## src/rdec_params.svh

```systemverilog
`ifndef RDEC_PARAMS_SVH
`define RDEC_PARAMS_SVH

// oscillator periods per instruction cycle
`define RDEC_OSC_PER_CYCLE 3'h4
`define RDEC_PHASE_LAST 2'h3

// instruction word fields
`define RDEC_GRP_HI 13
`define RDEC_GRP_LO 12
`define RDEC_SUB_HI 11
`define RDEC_SUB_LO 8
`define RDEC_DEST_BIT 7
`define RDEC_POS_HI 9
`define RDEC_POS_LO 7
`define RDEC_TGT_HI 10

// group prefixes
`define RDEC_GRP_BYTE 2'h0
`define RDEC_GRP_BIT 2'h1
`define RDEC_GRP_BRANCH 2'h2
`define RDEC_GRP_LIT 2'h3

// fixed control words
`define RDEC_W_STANDBY 14'h0063
`define RDEC_W_KICK 14'h0064
`define RDEC_W_RET 14'h0008
`define RDEC_W_RETIRQ 14'h0009
`define RDEC_W_ZERO_ACC 14'h0103

// file address of the timer register
`define RDEC_TIMER_ADDR 7'h01

// reset values
`define RDEC_ACC_RST 8'h00
`define RDEC_FLAG_RST 1'h0
`define RDEC_TOPD_RST 1'h1

`endif

```

## src/rdec_pkg.sv

```systemverilog
package rdec_pkg;
	typedef enum logic [16:0] {
		RDEC_NONE = 17'h00001,
		RDEC_ADD = 17'h00002,
		RDEC_SUB = 17'h00004,
		RDEC_AND = 17'h00008,
		RDEC_OR = 17'h00010,
		RDEC_XOR = 17'h00020,
		RDEC_DEC = 17'h00040,
		RDEC_INC = 17'h00080,
		RDEC_RLC = 17'h00100,
		RDEC_RRC = 17'h00200,
		RDEC_ZERO = 17'h00400,
		RDEC_PASS = 17'h00800,
		RDEC_INV = 17'h01000,
		RDEC_SWAP = 17'h02000,
		RDEC_BCLR = 17'h04000,
		RDEC_BSET = 17'h08000,
		RDEC_PASSW = 17'h10000
	} rdec_alu_op_t;
endpackage

```

## src/rdec_alu.sv

```systemverilog
module rdec_alu import rdec_pkg::*; (
	// operation and operands
	input wire rdec_alu_op_t op_i,
	input wire logic [7:0] a_i,
	input wire logic [7:0] w_i,
	input wire logic c_i,
	input wire logic [2:0] pos_i,
	// result and flags
	output logic [7:0] res_o,
	output logic c_o,
	output logic dc_o,
	output logic z_o
);
	wire [8:0] add9 = {1'b0, a_i} + {1'b0, w_i};
	wire [4:0] add5 = {1'b0, a_i[3:0]} + {1'b0, w_i[3:0]};
	// subtract: operand minus accumulator, carry means no borrow
	wire [8:0] sub9 = {1'b0, a_i} - {1'b0, w_i};
	wire [4:0] sub5 = {1'b0, a_i[3:0]} - {1'b0, w_i[3:0]};
	wire [7:0] mask = 8'h01 << pos_i;

	always_comb begin
		res_o = a_i;
		c_o = c_i;
		dc_o = 1'b0;
		unique case (op_i)
			RDEC_NONE: res_o = a_i;
			RDEC_ADD: begin
				res_o = add9[7:0];
				c_o = add9[8];
				dc_o = add5[4];
			end
			RDEC_SUB: begin
				res_o = sub9[7:0];
				c_o = ~sub9[8];
				dc_o = ~sub5[4];
			end
			RDEC_AND: res_o = a_i & w_i;
			RDEC_OR: res_o = a_i | w_i;
			RDEC_XOR: res_o = a_i ^ w_i;
			RDEC_DEC: res_o = a_i - 8'h01;
			RDEC_INC: res_o = a_i + 8'h01;
			// nine-bit ring through the carry
			RDEC_RLC: begin
				res_o = {a_i[6:0], c_i};
				c_o = a_i[7];
			end
			RDEC_RRC: begin
				res_o = {c_i, a_i[7:1]};
				c_o = a_i[0];
			end
			RDEC_ZERO: res_o = 8'h00;
			RDEC_PASS: res_o = a_i;
			RDEC_INV: res_o = ~a_i;
			RDEC_SWAP: res_o = {a_i[3:0], a_i[7:4]};
			RDEC_BCLR: res_o = a_i & ~mask;
			RDEC_BSET: res_o = a_i | mask;
			RDEC_PASSW: res_o = w_i;
		endcase
		z_o = (res_o == 8'h00);
	end
endmodule

```

## src/rdec_core.sv

```systemverilog
// How it works
// - add accumulator to register or literal, result to the destination; update carry, nibble carry, zero
// - subtract accumulator from register or literal; update carry, nibble carry, zero
// - AND accumulator with register or literal; only zero flag changes
// - inclusive OR with register or literal; only zero flag changes
// - exclusive OR with register or literal; only zero flag changes
// - decrement sets zero; decrement-skip changes no flag, skips on zero
// - increment sets zero; increment-skip changes no flag, skips on zero
// - rotates go through carry as a nine-bit ring; only carry changes
// - bit group: clear, set, test-skip-clear, test-skip-set on selected bit; no flags
// - literal load, return with literal, plain returns; no flags change
// - branches and true skips take two cycles, second one idles
// - standby and watchdog kick update timeout and sleep flags, one cycle
// - read-modify-write of an I/O port uses pin levels as source
// - writing the timer clears the prescaler when it belongs to the timer
// - destination bit 0 writes accumulator, 1 writes file register 0..7F
// - one instruction cycle equals four clock periods
`include "rdec_params.svh"
module rdec_core import rdec_pkg::*; (
	// clock and reset
	input wire logic sys_clk_i,
	input wire logic rst_n_i,
	// program memory
	input wire logic [13:0] instr_i,
	output logic fetch_o,
	// file register access
	output logic [6:0] file_addr_o,
	input wire logic [7:0] file_rd_data_i,
	input wire logic file_is_port_i,
	input wire logic [7:0] pin_data_i,
	output logic file_wr_o,
	output logic [7:0] file_wr_data_o,
	// timer prescaler
	input wire logic prescaler_on_timer_i,
	output logic prescaler_clr_o,
	// program flow
	output logic jump_o,
	output logic call_o,
	output logic return_o,
	output logic irq_return_o,
	output logic [10:0] target_o,
	output logic standby_o,
	output logic watchdog_clr_o,
	// core state
	output logic [7:0] acc_o,
	output logic overflow_bit_o,
	output logic nibble_overflow_bit_o,
	output logic null_result_bit_o,
	output logic timeout_flag_o,
	output logic sleep_flag_o
);
	logic rst_a_ff, rst_b_ff;
	logic [7:0] pin_a_ff, pin_b_ff;
	logic [1:0] phase_ff;
	logic [13:0] ir_ff;
	logic ir_vld_ff;
	logic [7:0] acc_ff;
	logic c_ff, dc_ff, z_ff, to_ff, pd_ff;
	// the decoder packs the op code together with its flags, so it is a plain vector here
	logic [16:0] op;
	rdec_alu_op_t alu_op;
	logic use_lit, wr_file, wr_acc, upd_c, upd_dc, upd_z;
	logic skip_zero, test_clr, test_set, is_jump, is_call, is_ret, is_retirq, is_standby, is_kick;
	logic [7:0] res;
	logic alu_c, alu_dc, alu_z;

	always_ff @(posedge sys_clk_i or negedge rst_n_i) begin
		if (!rst_n_i) begin
			rst_a_ff <= 1'b0;
			rst_b_ff <= 1'b0;
		end else begin
			rst_a_ff <= 1'b1;
			rst_b_ff <= rst_a_ff;
		end
	end
	wire rst_n = rst_b_ff;

	// pins are asynchronous to the core clock
	always_ff @(posedge sys_clk_i or negedge rst_n) begin
		if (!rst_n) begin
			pin_a_ff <= 8'h00;
			pin_b_ff <= 8'h00;
		end else begin
			pin_a_ff <= pin_data_i;
			pin_b_ff <= pin_a_ff;
		end
	end

	wire cycle_end = (phase_ff == `RDEC_PHASE_LAST);
	wire [1:0] nxt_phase = phase_ff + 2'h1;
	wire exec = cycle_end && ir_vld_ff;
	wire [1:0] grp = ir_ff[`RDEC_GRP_HI:`RDEC_GRP_LO];
	wire [3:0] sub = ir_ff[`RDEC_SUB_HI:`RDEC_SUB_LO];
	wire dest = ir_ff[`RDEC_DEST_BIT];
	wire [2:0] pos = ir_ff[`RDEC_POS_HI:`RDEC_POS_LO];
	// port reads take the pin levels so a read-modify-write cannot copy a stale latch
	wire [7:0] file_val = file_is_port_i ? pin_b_ff : file_rd_data_i;
	wire [7:0] operand = use_lit ? ir_ff[7:0] : file_val;

	// decode; casez wildcards cover every don't-care bit
	always_comb begin
		op = RDEC_NONE;
		{use_lit, wr_file, wr_acc, upd_c, upd_dc, upd_z} = 6'h00;
		{skip_zero, test_clr, test_set, is_jump, is_call} = 5'h00;
		{is_ret, is_retirq, is_standby, is_kick} = 4'h0;
		unique casez (ir_ff)
			14'b00_0000_1???_????: begin
				op = RDEC_PASSW;
				wr_file = 1'b1;
			end
			`RDEC_W_STANDBY: is_standby = 1'b1;
			`RDEC_W_KICK: is_kick = 1'b1;
			`RDEC_W_RET: is_ret = 1'b1;
			`RDEC_W_RETIRQ: is_retirq = 1'b1;
			14'b00_0001_1???_????: begin
				op = RDEC_ZERO;
				wr_file = 1'b1;
				upd_z = 1'b1;
			end
			`RDEC_W_ZERO_ACC: begin
				op = RDEC_ZERO;
				wr_acc = 1'b1;
				upd_z = 1'b1;
			end
			14'b00_001?_????_????, 14'b00_01??_????_????, 14'b00_1???_????_????: begin
				wr_file = dest;
				wr_acc = ~dest;
				unique case (sub)
					4'h7: {op, upd_c, upd_dc, upd_z} = {RDEC_ADD, 3'h7};
					4'h2: {op, upd_c, upd_dc, upd_z} = {RDEC_SUB, 3'h7};
					4'h5: {op, upd_z} = {RDEC_AND, 1'b1};
					4'h4: {op, upd_z} = {RDEC_OR, 1'b1};
					4'h6: {op, upd_z} = {RDEC_XOR, 1'b1};
					4'h3: {op, upd_z} = {RDEC_DEC, 1'b1};
					4'hB: {op, skip_zero} = {RDEC_DEC, 1'b1};
					4'hA: {op, upd_z} = {RDEC_INC, 1'b1};
					4'hF: {op, skip_zero} = {RDEC_INC, 1'b1};
					4'hD: {op, upd_c} = {RDEC_RLC, 1'b1};
					4'hC: {op, upd_c} = {RDEC_RRC, 1'b1};
					4'h8: {op, upd_z} = {RDEC_PASS, 1'b1};
					4'h9: {op, upd_z} = {RDEC_INV, 1'b1};
					4'hE: op = RDEC_SWAP;
					default: {wr_file, wr_acc} = 2'h0;
				endcase
			end
			14'b01_00??_????_????: {op, wr_file} = {RDEC_BCLR, 1'b1};
			14'b01_01??_????_????: {op, wr_file} = {RDEC_BSET, 1'b1};
			14'b01_10??_????_????: test_clr = 1'b1;
			14'b01_11??_????_????: test_set = 1'b1;
			14'b10_0???_????_????: is_call = 1'b1;
			14'b10_1???_????_????: is_jump = 1'b1;
			14'b11_00??_????_????: {op, use_lit, wr_acc} = {RDEC_PASS, 2'h3};
			14'b11_01??_????_????: {op, use_lit, wr_acc, is_ret} = {RDEC_PASS, 3'h7};
			14'b11_111?_????_????: {op, use_lit, wr_acc, upd_c, upd_dc, upd_z} = {RDEC_ADD, 5'h1F};
			14'b11_110?_????_????: {op, use_lit, wr_acc, upd_c, upd_dc, upd_z} = {RDEC_SUB, 5'h1F};
			14'b11_1001_????_????: {op, use_lit, wr_acc, upd_z} = {RDEC_AND, 3'h7};
			14'b11_1000_????_????: {op, use_lit, wr_acc, upd_z} = {RDEC_OR, 3'h7};
			14'b11_1010_????_????: {op, use_lit, wr_acc, upd_z} = {RDEC_XOR, 3'h7};
			default: op = RDEC_NONE;
		endcase
	end

	assign alu_op = rdec_alu_op_t'(op);

	rdec_alu u_rdec_alu (
		.op_i(alu_op),
		.a_i(operand),
		.w_i(acc_ff),
		.c_i(c_ff),
		.pos_i(pos),
		.res_o(res),
		.c_o(alu_c),
		.dc_o(alu_dc),
		.z_o(alu_z)
	);

	wire bit_val = file_val[pos];
	wire skip_hit = (skip_zero && alu_z) || (test_clr && !bit_val) || (test_set && bit_val);
	wire pc_change = is_jump || is_call || is_ret || is_retirq;
	wire flush = exec && (skip_hit || pc_change);
	wire timer_wr = exec && wr_file && (ir_ff[6:0] == `RDEC_TIMER_ADDR);
	wire [7:0] nxt_acc = (exec && wr_acc) ? res : acc_ff;
	wire nxt_c = (exec && upd_c) ? alu_c : c_ff;
	wire nxt_dc = (exec && upd_dc) ? alu_dc : dc_ff;
	wire nxt_z = (exec && upd_z) ? alu_z : z_ff;

	always_ff @(posedge sys_clk_i or negedge rst_n) begin
		if (!rst_n) begin
			phase_ff <= 2'h0;
			ir_ff <= 14'h0000;
			ir_vld_ff <= 1'b0;
		end else begin
			phase_ff <= nxt_phase;
			if (cycle_end) begin
				ir_ff <= instr_i;
				ir_vld_ff <= !flush;
			end
		end
	end

	always_ff @(posedge sys_clk_i or negedge rst_n) begin
		if (!rst_n) begin
			acc_ff <= `RDEC_ACC_RST;
			{c_ff, dc_ff, z_ff} <= {3{`RDEC_FLAG_RST}};
			{to_ff, pd_ff} <= {2{`RDEC_TOPD_RST}};
		end else begin
			acc_ff <= nxt_acc;
			{c_ff, dc_ff, z_ff} <= {nxt_c, nxt_dc, nxt_z};
			if (exec && (is_standby || is_kick)) begin
				to_ff <= 1'b1;
				pd_ff <= is_kick;
			end
		end
	end

	// pulses last one clock, from the edge that ends the executing cycle
	always_ff @(posedge sys_clk_i or negedge rst_n) begin
		if (!rst_n) begin
			{file_wr_o, prescaler_clr_o, jump_o, call_o} <= 4'h0;
			{return_o, irq_return_o, standby_o, watchdog_clr_o} <= 4'h0;
			file_wr_data_o <= 8'h00;
			target_o <= 11'h000;
		end else begin
			file_wr_o <= exec && wr_file;
			prescaler_clr_o <= timer_wr && prescaler_on_timer_i;
			jump_o <= exec && is_jump;
			call_o <= exec && is_call;
			return_o <= exec && is_ret;
			irq_return_o <= exec && is_retirq;
			standby_o <= exec && is_standby;
			watchdog_clr_o <= exec && is_kick;
			if (exec && wr_file)
				file_wr_data_o <= res;
			if (exec && (is_jump || is_call))
				target_o <= ir_ff[`RDEC_TGT_HI:0];
		end
	end

	assign fetch_o = cycle_end;
	assign file_addr_o = ir_ff[6:0];
	assign acc_o = acc_ff;
	assign overflow_bit_o = c_ff;
	assign nibble_overflow_bit_o = dc_ff;
	assign null_result_bit_o = z_ff;
	assign timeout_flag_o = to_ff;
	assign sleep_flag_o = pd_ff;

	AST_CYCLE_FOUR: assert property (@(posedge sys_clk_i) disable iff (!rst_n)
		fetch_o |=> !fetch_o [*3] ##1 fetch_o) else $error("instruction cycle not four clocks");
	AST_BRANCH_IDLE: assert property (@(posedge sys_clk_i) disable iff (!rst_n)
		(exec && pc_change) |=> (!ir_vld_ff && !exec) [*4]) else $error("branch not followed by idle cycle");
	AST_SKIP_IDLE: assert property (@(posedge sys_clk_i) disable iff (!rst_n)
		(exec && skip_zero && alu_z) |=> !ir_vld_ff) else $error("zero skip did not discard next word");
	AST_DEST_FILE: assert property (@(posedge sys_clk_i) disable iff (!rst_n)
		(exec && grp == `RDEC_GRP_BYTE && sub == 4'h7 && dest) |=> file_wr_o && file_wr_data_o == $past(res)
		&& acc_o == $past(acc_ff)) else $error("file destination mishandled");
	AST_ADD_LIT: assert property (@(posedge sys_clk_i) disable iff (!rst_n)
		(exec && grp == `RDEC_GRP_LIT && ir_ff[11:9] == 3'h7) |=> acc_o == 8'($past(acc_ff) + $past(ir_ff[7:0])))
		else $error("literal add result wrong");
	AST_LOGIC_FLAGS: assert property (@(posedge sys_clk_i) disable iff (!rst_n)
		(exec && (op == RDEC_AND || op == RDEC_OR || op == RDEC_XOR)) |=> $stable(overflow_bit_o)
		&& $stable(nibble_overflow_bit_o)) else $error("logic op touched carry flags");
	AST_PORT_SRC: assert property (@(posedge sys_clk_i) disable iff (!rst_n)
		(exec && file_is_port_i && op == RDEC_PASS && !use_lit && dest) |=> file_wr_data_o == $past(pin_b_ff))
		else $error("port write-back not from pins");
	AST_PRESCALER: assert property (@(posedge sys_clk_i) disable iff (!rst_n)
		(timer_wr && prescaler_on_timer_i) |=> prescaler_clr_o ##1 !prescaler_clr_o)
		else $error("prescaler not cleared on timer write");
	AST_STANDBY: assert property (@(posedge sys_clk_i) disable iff (!rst_n)
		(exec && is_standby) |=> standby_o && timeout_flag_o && !sleep_flag_o && ir_vld_ff)
		else $error("standby flags or timing wrong");
	AST_BIT_NOFLAG: assert property (@(posedge sys_clk_i) disable iff (!rst_n)
		(exec && grp == `RDEC_GRP_BIT) |=> $stable(null_result_bit_o) && $stable(overflow_bit_o))
		else $error("bit op changed a flag");
endmodule

```

## config.mk

```make
export PLATFORM = sky130hd
export DESIGN_NAME = rdec_core
export DESIGN_NICKNAME = d
export VERILOG_FILES = /design/src/rdec_pkg.sv /design/src/rdec_alu.sv /design/src/rdec_core.sv
export VERILOG_INCLUDE_DIRS = /design/src
export SDC_FILE = /design/constraint.sdc
export NUM_CORES = 1
export LEC_CHECK = 0
export BUFFER_PORTS_ARGS = -buffer_cell sky130_fd_sc_hd__buf_2
export CORE_MARGIN = 2
export CORE_UTILIZATION = 60
export DETAILED_ROUTE_END_ITERATION = 10
export GPL_TIMING_DRIVEN = 0
export PLACE_DENSITY = 0.84
export SYNTH_ARGS = -nofsm -noshare
export SYNTH_HDL_FRONTEND = slang
export SYNTH_SLANG_ARGS = --single-unit
```

## constraint.sdc

```tcl
create_clock -name sys_clk_i -period 3.85 [get_ports sys_clk_i]
set_input_delay 0.385 -clock sys_clk_i [delete_from_list [all_inputs] [get_ports sys_clk_i]]
set_output_delay 0.385 -clock sys_clk_i [all_outputs]
set_load 0.01 [all_outputs]
```

==> results of run 1 <==
## worst max path at each step
stage,startpoint,end,slack [ps],depth (start not counted)
floorplan,ir_ff[13],ir_vld_ff,390,16
global placement,file_is_port_i,ir_vld_ff,-460,15
detailed placement,ir_ff[13],null_result_bit_o,-490,16
CTS,ir_ff[10],null_result_bit_o,6,16
global route,ir_ff[10],ir_vld_ff,-40,15
finish,ir_ff[10],null_result_bit_o,80,15
## logic make-up (layout without fill, tap and decap cells)
kind of cell / count (synthesis) / after routing / synth area share [%]
AND/OR/NAND/NOR: 195 / 195 / 19.78
AO/OA/AOI/OAI: 171 / 171 / 22.59
flip-flops: 74 / 74 / 34.43
buffers and inverters: 71 / 174 / 6.160
multiplexers: 39 / 39 / 8.717
adder cells (fa/ha/maj): 26 / 26 / 6.462
XOR/XNOR: 11 / 11 / 1.790
other: 1 / 2 / 0.06967
## state kept, by name, summed over array words and instances (netlist names), 2 cells and up
register        flops
ir_ff              14
target_o           11
phase_ff            2
file_wr_data_o      8
acc_o               8
pin_b_ff            8
pin_a_ff            8
## worst register-to-register path, delay by kind of cell, from the launching register on
kind	cells	cell delay [ps]
fa+ha+maj	2	610
compound gates	5	960
simple gates	6	1500
flops	1	370
buf+inv	2	250
## metrics by stage
step	setup TNS [ps]	std cells	power, µW	area (µm²)	setup WS (ps)
after floorplan	0	589	1687	5386	392.8
after global placement	-1051	777	1992	5922	-457.2
after detailed placement	-1310	777	2029	5926	-494.2
after CTS	0	797	2634	6222	5.536
after global routing	-79.14	800	2860	6349	-40.75
final	0	800	2708	6349	83.48
## repair_timing
action | 4_1_cts | 5_1_grt
resized for setup | 19 | 30
pin swaps | 4 | 9
hold buffers | 1 | 0
endpoints found under the setup margin | 5 | 4
endpoints found under the hold margin | 2 | 0
buffers inserted | 4 | 6
## power by group through the flow
stage,clock [µW],sequential [µW],combinational (µW)
after detailed placement,0,1040,989
after CTS,583,1030,1030
after floorplan,0,1040,652
after global routing,620,1040,1200
final,583,1030,1090
after global placement,0,1030,960
## layout by cell type (no fill, tap or decap), drive strengths merged, types with 7 or more instances in the layout
cell    synthesis  routed
inv            26      30
ha             23      23
dfrtp          73      73
nand2          50      50
clkbuf         16      23
nor2           36      36
nand3          15      15
and2            7       7
o211ai          7       7
a31oi          11      11
mux2i          12      12
o21ai          46      46
nand2b         11      11
nor3           21      21
a21oi          26      26
buf            29     117
nor3b           7       7
and3            9       9
xnor2           8       8
o22ai           9       9
mux2           23      23
## metal layers
metal / global-route usage, % / vias up / part of all wire [%]
li1: - / 2376 / -
met3: 8.298 / 73 / 10
met4: 16.97 / 0 / 4.8
met1: 48.66 / 2548 / 39
met2: 60.18 / 382 / 46
met5: 0 / - / 0
## final cells by class
type	instances	area (µm²)
multi-input cells	444	3351
fillers	684	2372
flip-flops and latches	74	1858
repair buffers	91	485.5
plain buffers	41	239.0
well taps	108	135.1
clock buffers	9	123.9
inverters	26	97.59
clock inverters	7	58.81
==> flow_metrics.tcl, run 1 <==
set metrics [dict create \
    die_x_um 98.72 \
    synth_area_mm2 0.005383 \
    cap_violations 0 \
    drtAntennaViolNets 0 \
    p_leak_uw 0.002841 \
    outcome "finished clean" \
    row_count 34 \
    cp_data_arrival_time_ps 4020 \
    vdd_drop_max_mv 0.2542 \
    worstHoldStart "pin_data_i[4]" \
    dp_hpwl_mm 13.39 \
    synth.area.top_cells "dfrtp_1 34%, ha_1 5.3%, mux2_2 4.8%, o21ai_0 3.8%, nand2_1 3.5%" \
    wl_per_cell_um 22.56 \
    switching_share_pct 41.17 \
    power.density_mw_per_mm2 426.5 \
    period_needed_ps 3767 \
    io_buffers 80 \
    postSynth.asyncResetShare_pct 100.0 \
    vias_per_cell 6.724 \
    synth-seq-cells 74 \
    cp_num_buf_inv 2 \
    final_hold_viol_count 0 \
    yosysMostFrequentCell "dfrtp_1" \
    p_seq_share_pct 38.1 \
    cts_buffers 9 \
    clk_pin_slew_ps 90 \
    r2r_start "ir_ff[10]" \
    cts_buffer_depth 2 \
    whs_ps 124.6 \
    tritoncts "yes" \
    ctsRootBufferMaster "clkbuf_8" \
    pwr-share-comb_pct 40.4 \
    cpMaxStageDelayCell "or3b_2" \
    worstSetupEndpointType "register" \
    hold_path.class "input pin to register" \
    startpoint_type "register" \
    p_int_uw 1593 \
    synth.largest_area_cell "dfrtp_1" \
    setup_viol 0 \
    drv_slew 0 \
    syn_to_final_growth_pct 17.95 \
    ff2ff_path_depth 15 \
    cts.sinks 74 \
    hold_end "pin_a_ff[4]" \
    synth_commonest_cells "73 x dfrtp_1, 50 x nand2_1, 41 x o21ai_0, 36 x nor2_1" \
    worst_path_largest_cell_delay_ps 500 \
    skew_ps 8.640 \
    synth.top_cell.area_share_pct 33.94 \
    boundaryPins 82 \
    cp_max_fo 10 \
    grt_pass1_vias 5154 \
    finish.utilization_pct 72.80 \
    die_y_um 98.72 \
    slew_headroom_pct 38.10 \
    critPathRequiredTime_ps 4110 \
    fin_nets 747 \
    drt_iter0_markers 552 \
    grt_usage_pct 37.43 \
    route.detailed.drc 0 \
    diodes 0 \
    fin_crit_sh_pct 97.83 \
    core_mm2 0.008721 \
    path_class "register to register" \
    dieArea_mm2 0.009745 \
    power.switching_uw 1115 \
    htreeDepth 3 \
    grt_max_degree 73 \
    initial_core_util_pct 61.72 \
    rr_endpoint "null_result_bit_o" \
    wirelength_mm 18.05 \
    tightest_slew_ps 928.6 \
    reg2reg_slack_ps 80 \
    path_delay_family "simple AND/OR/NAND/NOR gates" \
    whs_path_depth 1 \
    drive_above_1_share_pct 29.19 \
    overflow 0 \
    antenna_found_initial 0 \
    gp_congestion 1.020 \
    synth_edf_count 0 \
    fmax_mhz 265.5 \
    clkPwrFrac_pct 21.5 \
    vias 5379 \
    synth_cells 588 \
    ys_warn_count 0 \
    insertion_delay_ps 360 \
    grt_pass1_wl_mm 28.24 \
    cp_cell_sequence "clkbuf_4, nand4b_4, a21boi_4, or2_4, inv_2, ha_1, fa_1, nand2b_1, a21oi_1, or3b_2, a21oi_4, a41oi_2, nor3_2, nand4_1, o31ai_1" \
    seq_area_frac_synth_pct 34.43 \
    synth.avg_cell_area_um2 9.154 \
    synth_flop_cell "dfrtp_1" \
    drt_first_pass_iters 6 \
    ys_types 83 \
]
Power figures use the tool's default switching activity.
==> inputs of run 2 (changes only) <==
CTS_CLUSTER_DIAMETER = 150   (was not set)
GPL_TIMING_DRIVEN = 1   (was 0)
PLACE_DENSITY = not set   (was 0.84)
PLACE_DENSITY_LB_ADDON = 0.25   (was not set)
==> flow_metrics.tcl, run 2 (synthesis results as in run 1) <==
set metrics [dict create \
    skew_ps 13.56 \
    outcome "finished clean" \
    insertion_delay_ps 370 \
    fin_nets 740 \
    reg2reg_slack_ps 70 \
    grt_max_degree 43 \
    tightest_slew_ps 894.4 \
    place_ws_ps -31.09 \
    slew_headroom_pct 39.56 \
    path_class "register to register" \
    die_x_um 98.72 \
    setup_viol 0 \
    p_leak_uw 0.002867 \
    row_count 34 \
    final_common_cell "buf_2" \
    grt_usage_pct 37.77 \
    startpoint_type "register" \
    initial_core_util_pct 61.72 \
    vdd_drop_max_mv 0.2635 \
    die_y_um 98.72 \
    dpl-instance-area_mm2 0.006012 \
    io_buffers 80 \
    fmax_mhz 264.3 \
    worstSetupEndpointType "register" \
    wirelength_mm 18.36 \
    wl_per_cell_um 23.16 \
    fillers 678 \
    setup_ws_ps 66.16 \
    diodes 0 \
    cap_violations 0 \
    regMostFlops "ir_ff" \
    overflow 0 \
    cp_max_fo 10 \
    fin_crit_sh_pct 98.28 \
    r2r_start "ir_ff[8]" \
    final_hold_viol_count 0 \
    whs_path_depth 1 \
    grt_pass1_wl_mm 28.46 \
    core_mm2 0.008721 \
    hold_path.class "input pin to register" \
    vias 5382 \
    grt_pass1_vias 5116 \
    critPathRequiredTime_ps 4120 \
    boundaryPins 82 \
    stdcell_area_mm2 0.006262 \
    drive_above_1_share_pct 27.88 \
    dieArea_mm2 0.009745 \
    ctsRootBufferMaster "clkbuf_8" \
    power.density_mw_per_mm2 445.4 \
    top_regs "ir_ff x14, target_o x11" \
    worstHoldStart "pin_data_i[7]" \
    period_needed_ps 3784 \
    drt_iter0_markers 491 \
    syn_to_final_growth_pct 16.34 \
    dp_hpwl_mm 13.93 \
    seq_area_mm2 0.001854 \
    ff2ff_path_depth 14 \
    clk_pin_slew_ps 100 \
    drv_slew 0 \
    cp_data_arrival_time_ps 4050 \
    htreeDepth 3 \
    gp_congestion 1.036 \
    drtAntennaViolNets 0 \
    total_power_uw 2790 \
    tritoncts "yes" \
    antenna_found_initial 0 \
    largest_register_ffs 14 \
    cts_buffers 9 \
    hold_end "pin_a_ff[7]" \
    cts.sinks 74 \
    multiInputGateArea_mm2 0.003226 \
    drt_first_pass_iters 5 \
    rr_endpoint "ir_vld_ff" \
    layout_common_cells "80 x buf_2, 72 x dfrtp_1, 50 x nand2_1" \
    route.detailed.drc 0 \
    cts_buffer_depth 2 \
    vias_per_cell 6.787 \
]
-- run 2: changes by cell type in the layout (fill, tap and decap cells not counted), moves of 3 or more --
cell,change
buf_6,-3
buf_1,-4
a21oi_1,+3
buf_2,-8
clkbuf_1,-12
buf_4,+22
-- run 2: worst max path at each step --
stage	startpoint	end	cells past startpoint
after global routing	ir_ff[11]	null_result_bit_o	13
after CTS	ir_ff[13]	ir_vld_ff	13
after global placement	ir_ff[12]	ir_vld_ff	13
final	ir_ff[8]	ir_vld_ff	14
after floorplan	ir_ff[13]	ir_vld_ff	16
after detailed placement	file_is_port_i	ir_vld_ff	13
-- run 2: area by class of cell --
type	instances	area share, %
Multi-Input combinational cell	444	51.51
Clock buffer	9	1.978
Clock inverter	7	1.359
Timing Repair Buffer	125	11.83
Tap cell	108	2.158
Inverter	26	1.558
Sequential cell	74	29.61
-- run 2: routing by layer --
layer	share of wire [%]	up-vias	track usage [%]
li1	-	2365	-
met1	40	2551	52.03
met2	45	379	58.66
met3	9.8	87	6.667
met4	5.1	0	17.07
met5	0	-	0
-- run 2: through the flow --
stage	hold slack, ps	cells	utilization, %	TNS, ps
floorplan	89.41	589	-	0
global placement	170.0	775	68.94	0
detailed placement	173.4	775	68.94	-31.09
CTS	120.0	792	71.48	0
global route	113.4	793	71.81	-7.090
finish	125.2	793	71.81	0
-- run 2: worst max-delay path, stage by stage (launching register included) --
cell and delay [ps]:
dfrtp_1 440, and4b_1 310, buf_4 180, nor2_1 140
nor2_1 60, buf_4 190, ha_1 340, nand2_1 70
o21ai_0 230, xor2_1 120, a221oi_2 300, o2111ai_1 240
o32ai_2 490, nand4_1 270, o221a_1 290
-- run 2: power breakdown --
part / leakage [µW] / switching [µW] / total (µW) / internal, µW
clock: 0.000100 / 356 / 669 / 313
combinational: 0.00187 / 625 / 1090 / 466
sequential: 0.000897 / 149 / 1030 / 881
-- run 2: what timing repair did --
item                                    4_1_cts  5_1_grt
hold buffers                                  1        0
hold endpoints to repair                      2        0
resized for setup                             1        8
endpoints found under the setup margin        2        4
buffers inserted                              0        1
pin swaps                                     0        2
gates cloned                                  0        0
==> inputs of run 3 (changes only) <==
CORE_UTILIZATION = 52   (was 60)
GPL_TIMING_DRIVEN = not set   (was 1)
SLEW_MARGIN = 20   (was not set)
clock period = 3.1 ns   (was 3.85 ns; I/O delays follow)
==> flow_metrics.tcl, run 3 (synthesis results as in run 1) <==
set metrics [dict create \
    overflow 0 \
    grt_max_degree 34 \
    slew_headroom_pct 53.00 \
    path_delay_family "compound AO/OA/AOI/OAI gates" \
    diodes 0 \
    dieArea_mm2 0.01118 \
    setup_ws_ps -219.9 \
    drt_first_pass_iters 5 \
    hold_path.class "input pin to register" \
    drtAntennaViolNets 0 \
    die_y_um 105.7 \
    startpoint_type "register" \
    grt_usage_pct 37.94 \
    cpMaxStageDelayCell "dfrtp_1" \
    outcome "finished, violations left" \
    rsz0062_at_grt "true" \
    cts.sinks 74 \
    route.detailed.drc 0 \
    vdd_drop_max_mv 0.3787 \
    layout_common_cells "132 x buf_4, 80 x buf_2, 72 x dfrtp_1" \
    cp_cell_sequence "buf_6, nand4b_4, buf_12, a221oi_4, nor2_4, ha_4, and3b_2, o211ai_1, nand2_1, a21o_1, a21oi_2, nor2_2, a221oi_2, buf_4, a31oi_1" \
    clk_pin_slew_ps 80 \
    vias 5695 \
    worstSetupPathDepth 15 \
    cp_max_fo 8 \
    wl_per_cell_um 22.51 \
    cp_data_arrival_time_ps 3560 \
    drive_above_1_share_pct 45.66 \
    cap_violations 0 \
    regMostFlops "ir_ff" \
    worstSetupStartpoint "ir_ff[10]" \
    worstSetupEndpointType "register" \
    antenna_found_initial 0 \
    syn_to_final_growth_pct 40.66 \
    period_needed_ps 3320 \
    grt_pass1_wl_mm 32.14 \
    dp_hpwl_mm 15.90 \
    vias_per_cell 6.190 \
    power.density_mw_per_mm2 550.8 \
    io_buffers 80 \
    fin_setup_tns_ps -747.3 \
    ff2ff_path_depth 15 \
    worstHoldStart "pin_data_i[6]" \
    tightest_slew_ps 705.0 \
    whs_path_depth 1 \
    wirelength_mm 20.71 \
    worst_path_largest_cell_delay_ps 400 \
    r2r_start "ir_ff[10]" \
    drt_iter0_markers 487 \
    fin_crit_sh_pct 107.1 \
    insertion_delay_ps 360 \
    reg2reg_slack_ps -220 \
    initial_core_util_pct 52.85 \
    largest_register_ffs 14 \
    failed_checks "negative setup slack" \
    top_regs "ir_ff x14, target_o x11" \
    cts_buffer_depth 2 \
    ctsRootBufferMaster "clkbuf_8" \
    skew_ps 9.617 \
    p_leak_uw 0.003457 \
    path_class "register to register" \
    drv_slew 0 \
    final_common_cell "buf_4" \
    boundaryPins 82 \
    fmax_mhz 301.2 \
    fin_nets 839 \
    htreeDepth 3 \
    cts_buffers 9 \
    final_hold_viol_count 0 \
    row_count 37 \
    fillers 738 \
    critPathRequiredTime_ps 3340 \
    gp_congestion 1.013 \
    setup_viol 7 \
    hold_end "pin_a_ff[6]" \
    cp_num_buf_inv 3 \
    grt_pass1_vias 5781 \
    die_x_um 105.7 \
    rr_endpoint "overflow_bit_o" \
    tritoncts "yes" \
    finish.utilization_pct 74.34 \
    core_mm2 0.01018 \
]
run 3: changes by cell type in the layout (fill, tap and decap cells not counted), moves of 4 or more:
cell     delta
buf_4      +88
o21ai_0    -10
a21oi_1     -9
buf_6       +9
o21ai_2     +8
a21oi_2     +6
ha_1        -6
nor2_1      -6
ha_4        +5
nor2_2      +4
run 3: per-stage QoR:
stage          power, µW  area, µm²  instances  setup WS [ps]  hold slack, ps
6_report            4170       7571        920         -219.9           48.33
5_1_grt             4360       7571        920         -366.9           34.06
4_1_cts             3907       7302        916         -186.8           37.30
3_5_place_dp        2871       6735        888         -453.8           95.49
3_3_place_gp        2847       6735        888         -391.8           94.07
2_1_floorplan       2118       5463        589          3.797           14.41
run 3: final cells by class:
class / instances / area, µm² / area share, %
clock buffers: 10 / 137.6 / 1.818
clock inverters: 6 / 90.09 / 1.190
inverters: 26 / 100.1 / 1.322
multi-input cells: 444 / 3691 / 48.75
flip-flops and latches: 74 / 1854 / 24.49
well taps: 136 / 170.2 / 2.248
repair buffers: 224 / 1528 / 20.18
run 3: what timing repair did:
item | in CTS | in global routing
hold buffers | 1 | 0
hold endpoints to repair | 2 | 0
setup buffers | 12 | 6
pin swaps | 29 | 32
endpoints found under the setup margin | 15 | 15
gates resized for setup | 55 | 51
run 3: how the worst max path moves through the flow:
stage,to,slack (ps)
2_1_floorplan,ir_vld_ff,4
3_3_place_gp,ir_vld_ff,-390
3_5_place_dp,null_result_bit_o,-450
4_1_cts,ir_vld_ff,-190
5_1_grt,null_result_bit_o,-370
6_report,overflow_bit_o,-220
run 3: layer usage:
layer / part of all wire, % / track usage, % / vias to the layer above
met5: 0 / 0 / -
met4: 5.5 / 19.27 / 0
met3: 6.8 / 6.988 / 84
met2: 48 / 62.76 / 292
met1: 40 / 47.48 / 2754
li1: - / - / 2565
run 3: report_power, final:
part / internal [µW] / switching (µW)
Sequential: 1090 / 137
Clock: 476 / 382
Combinational: 966 / 1110
Total: 2540 / 1630
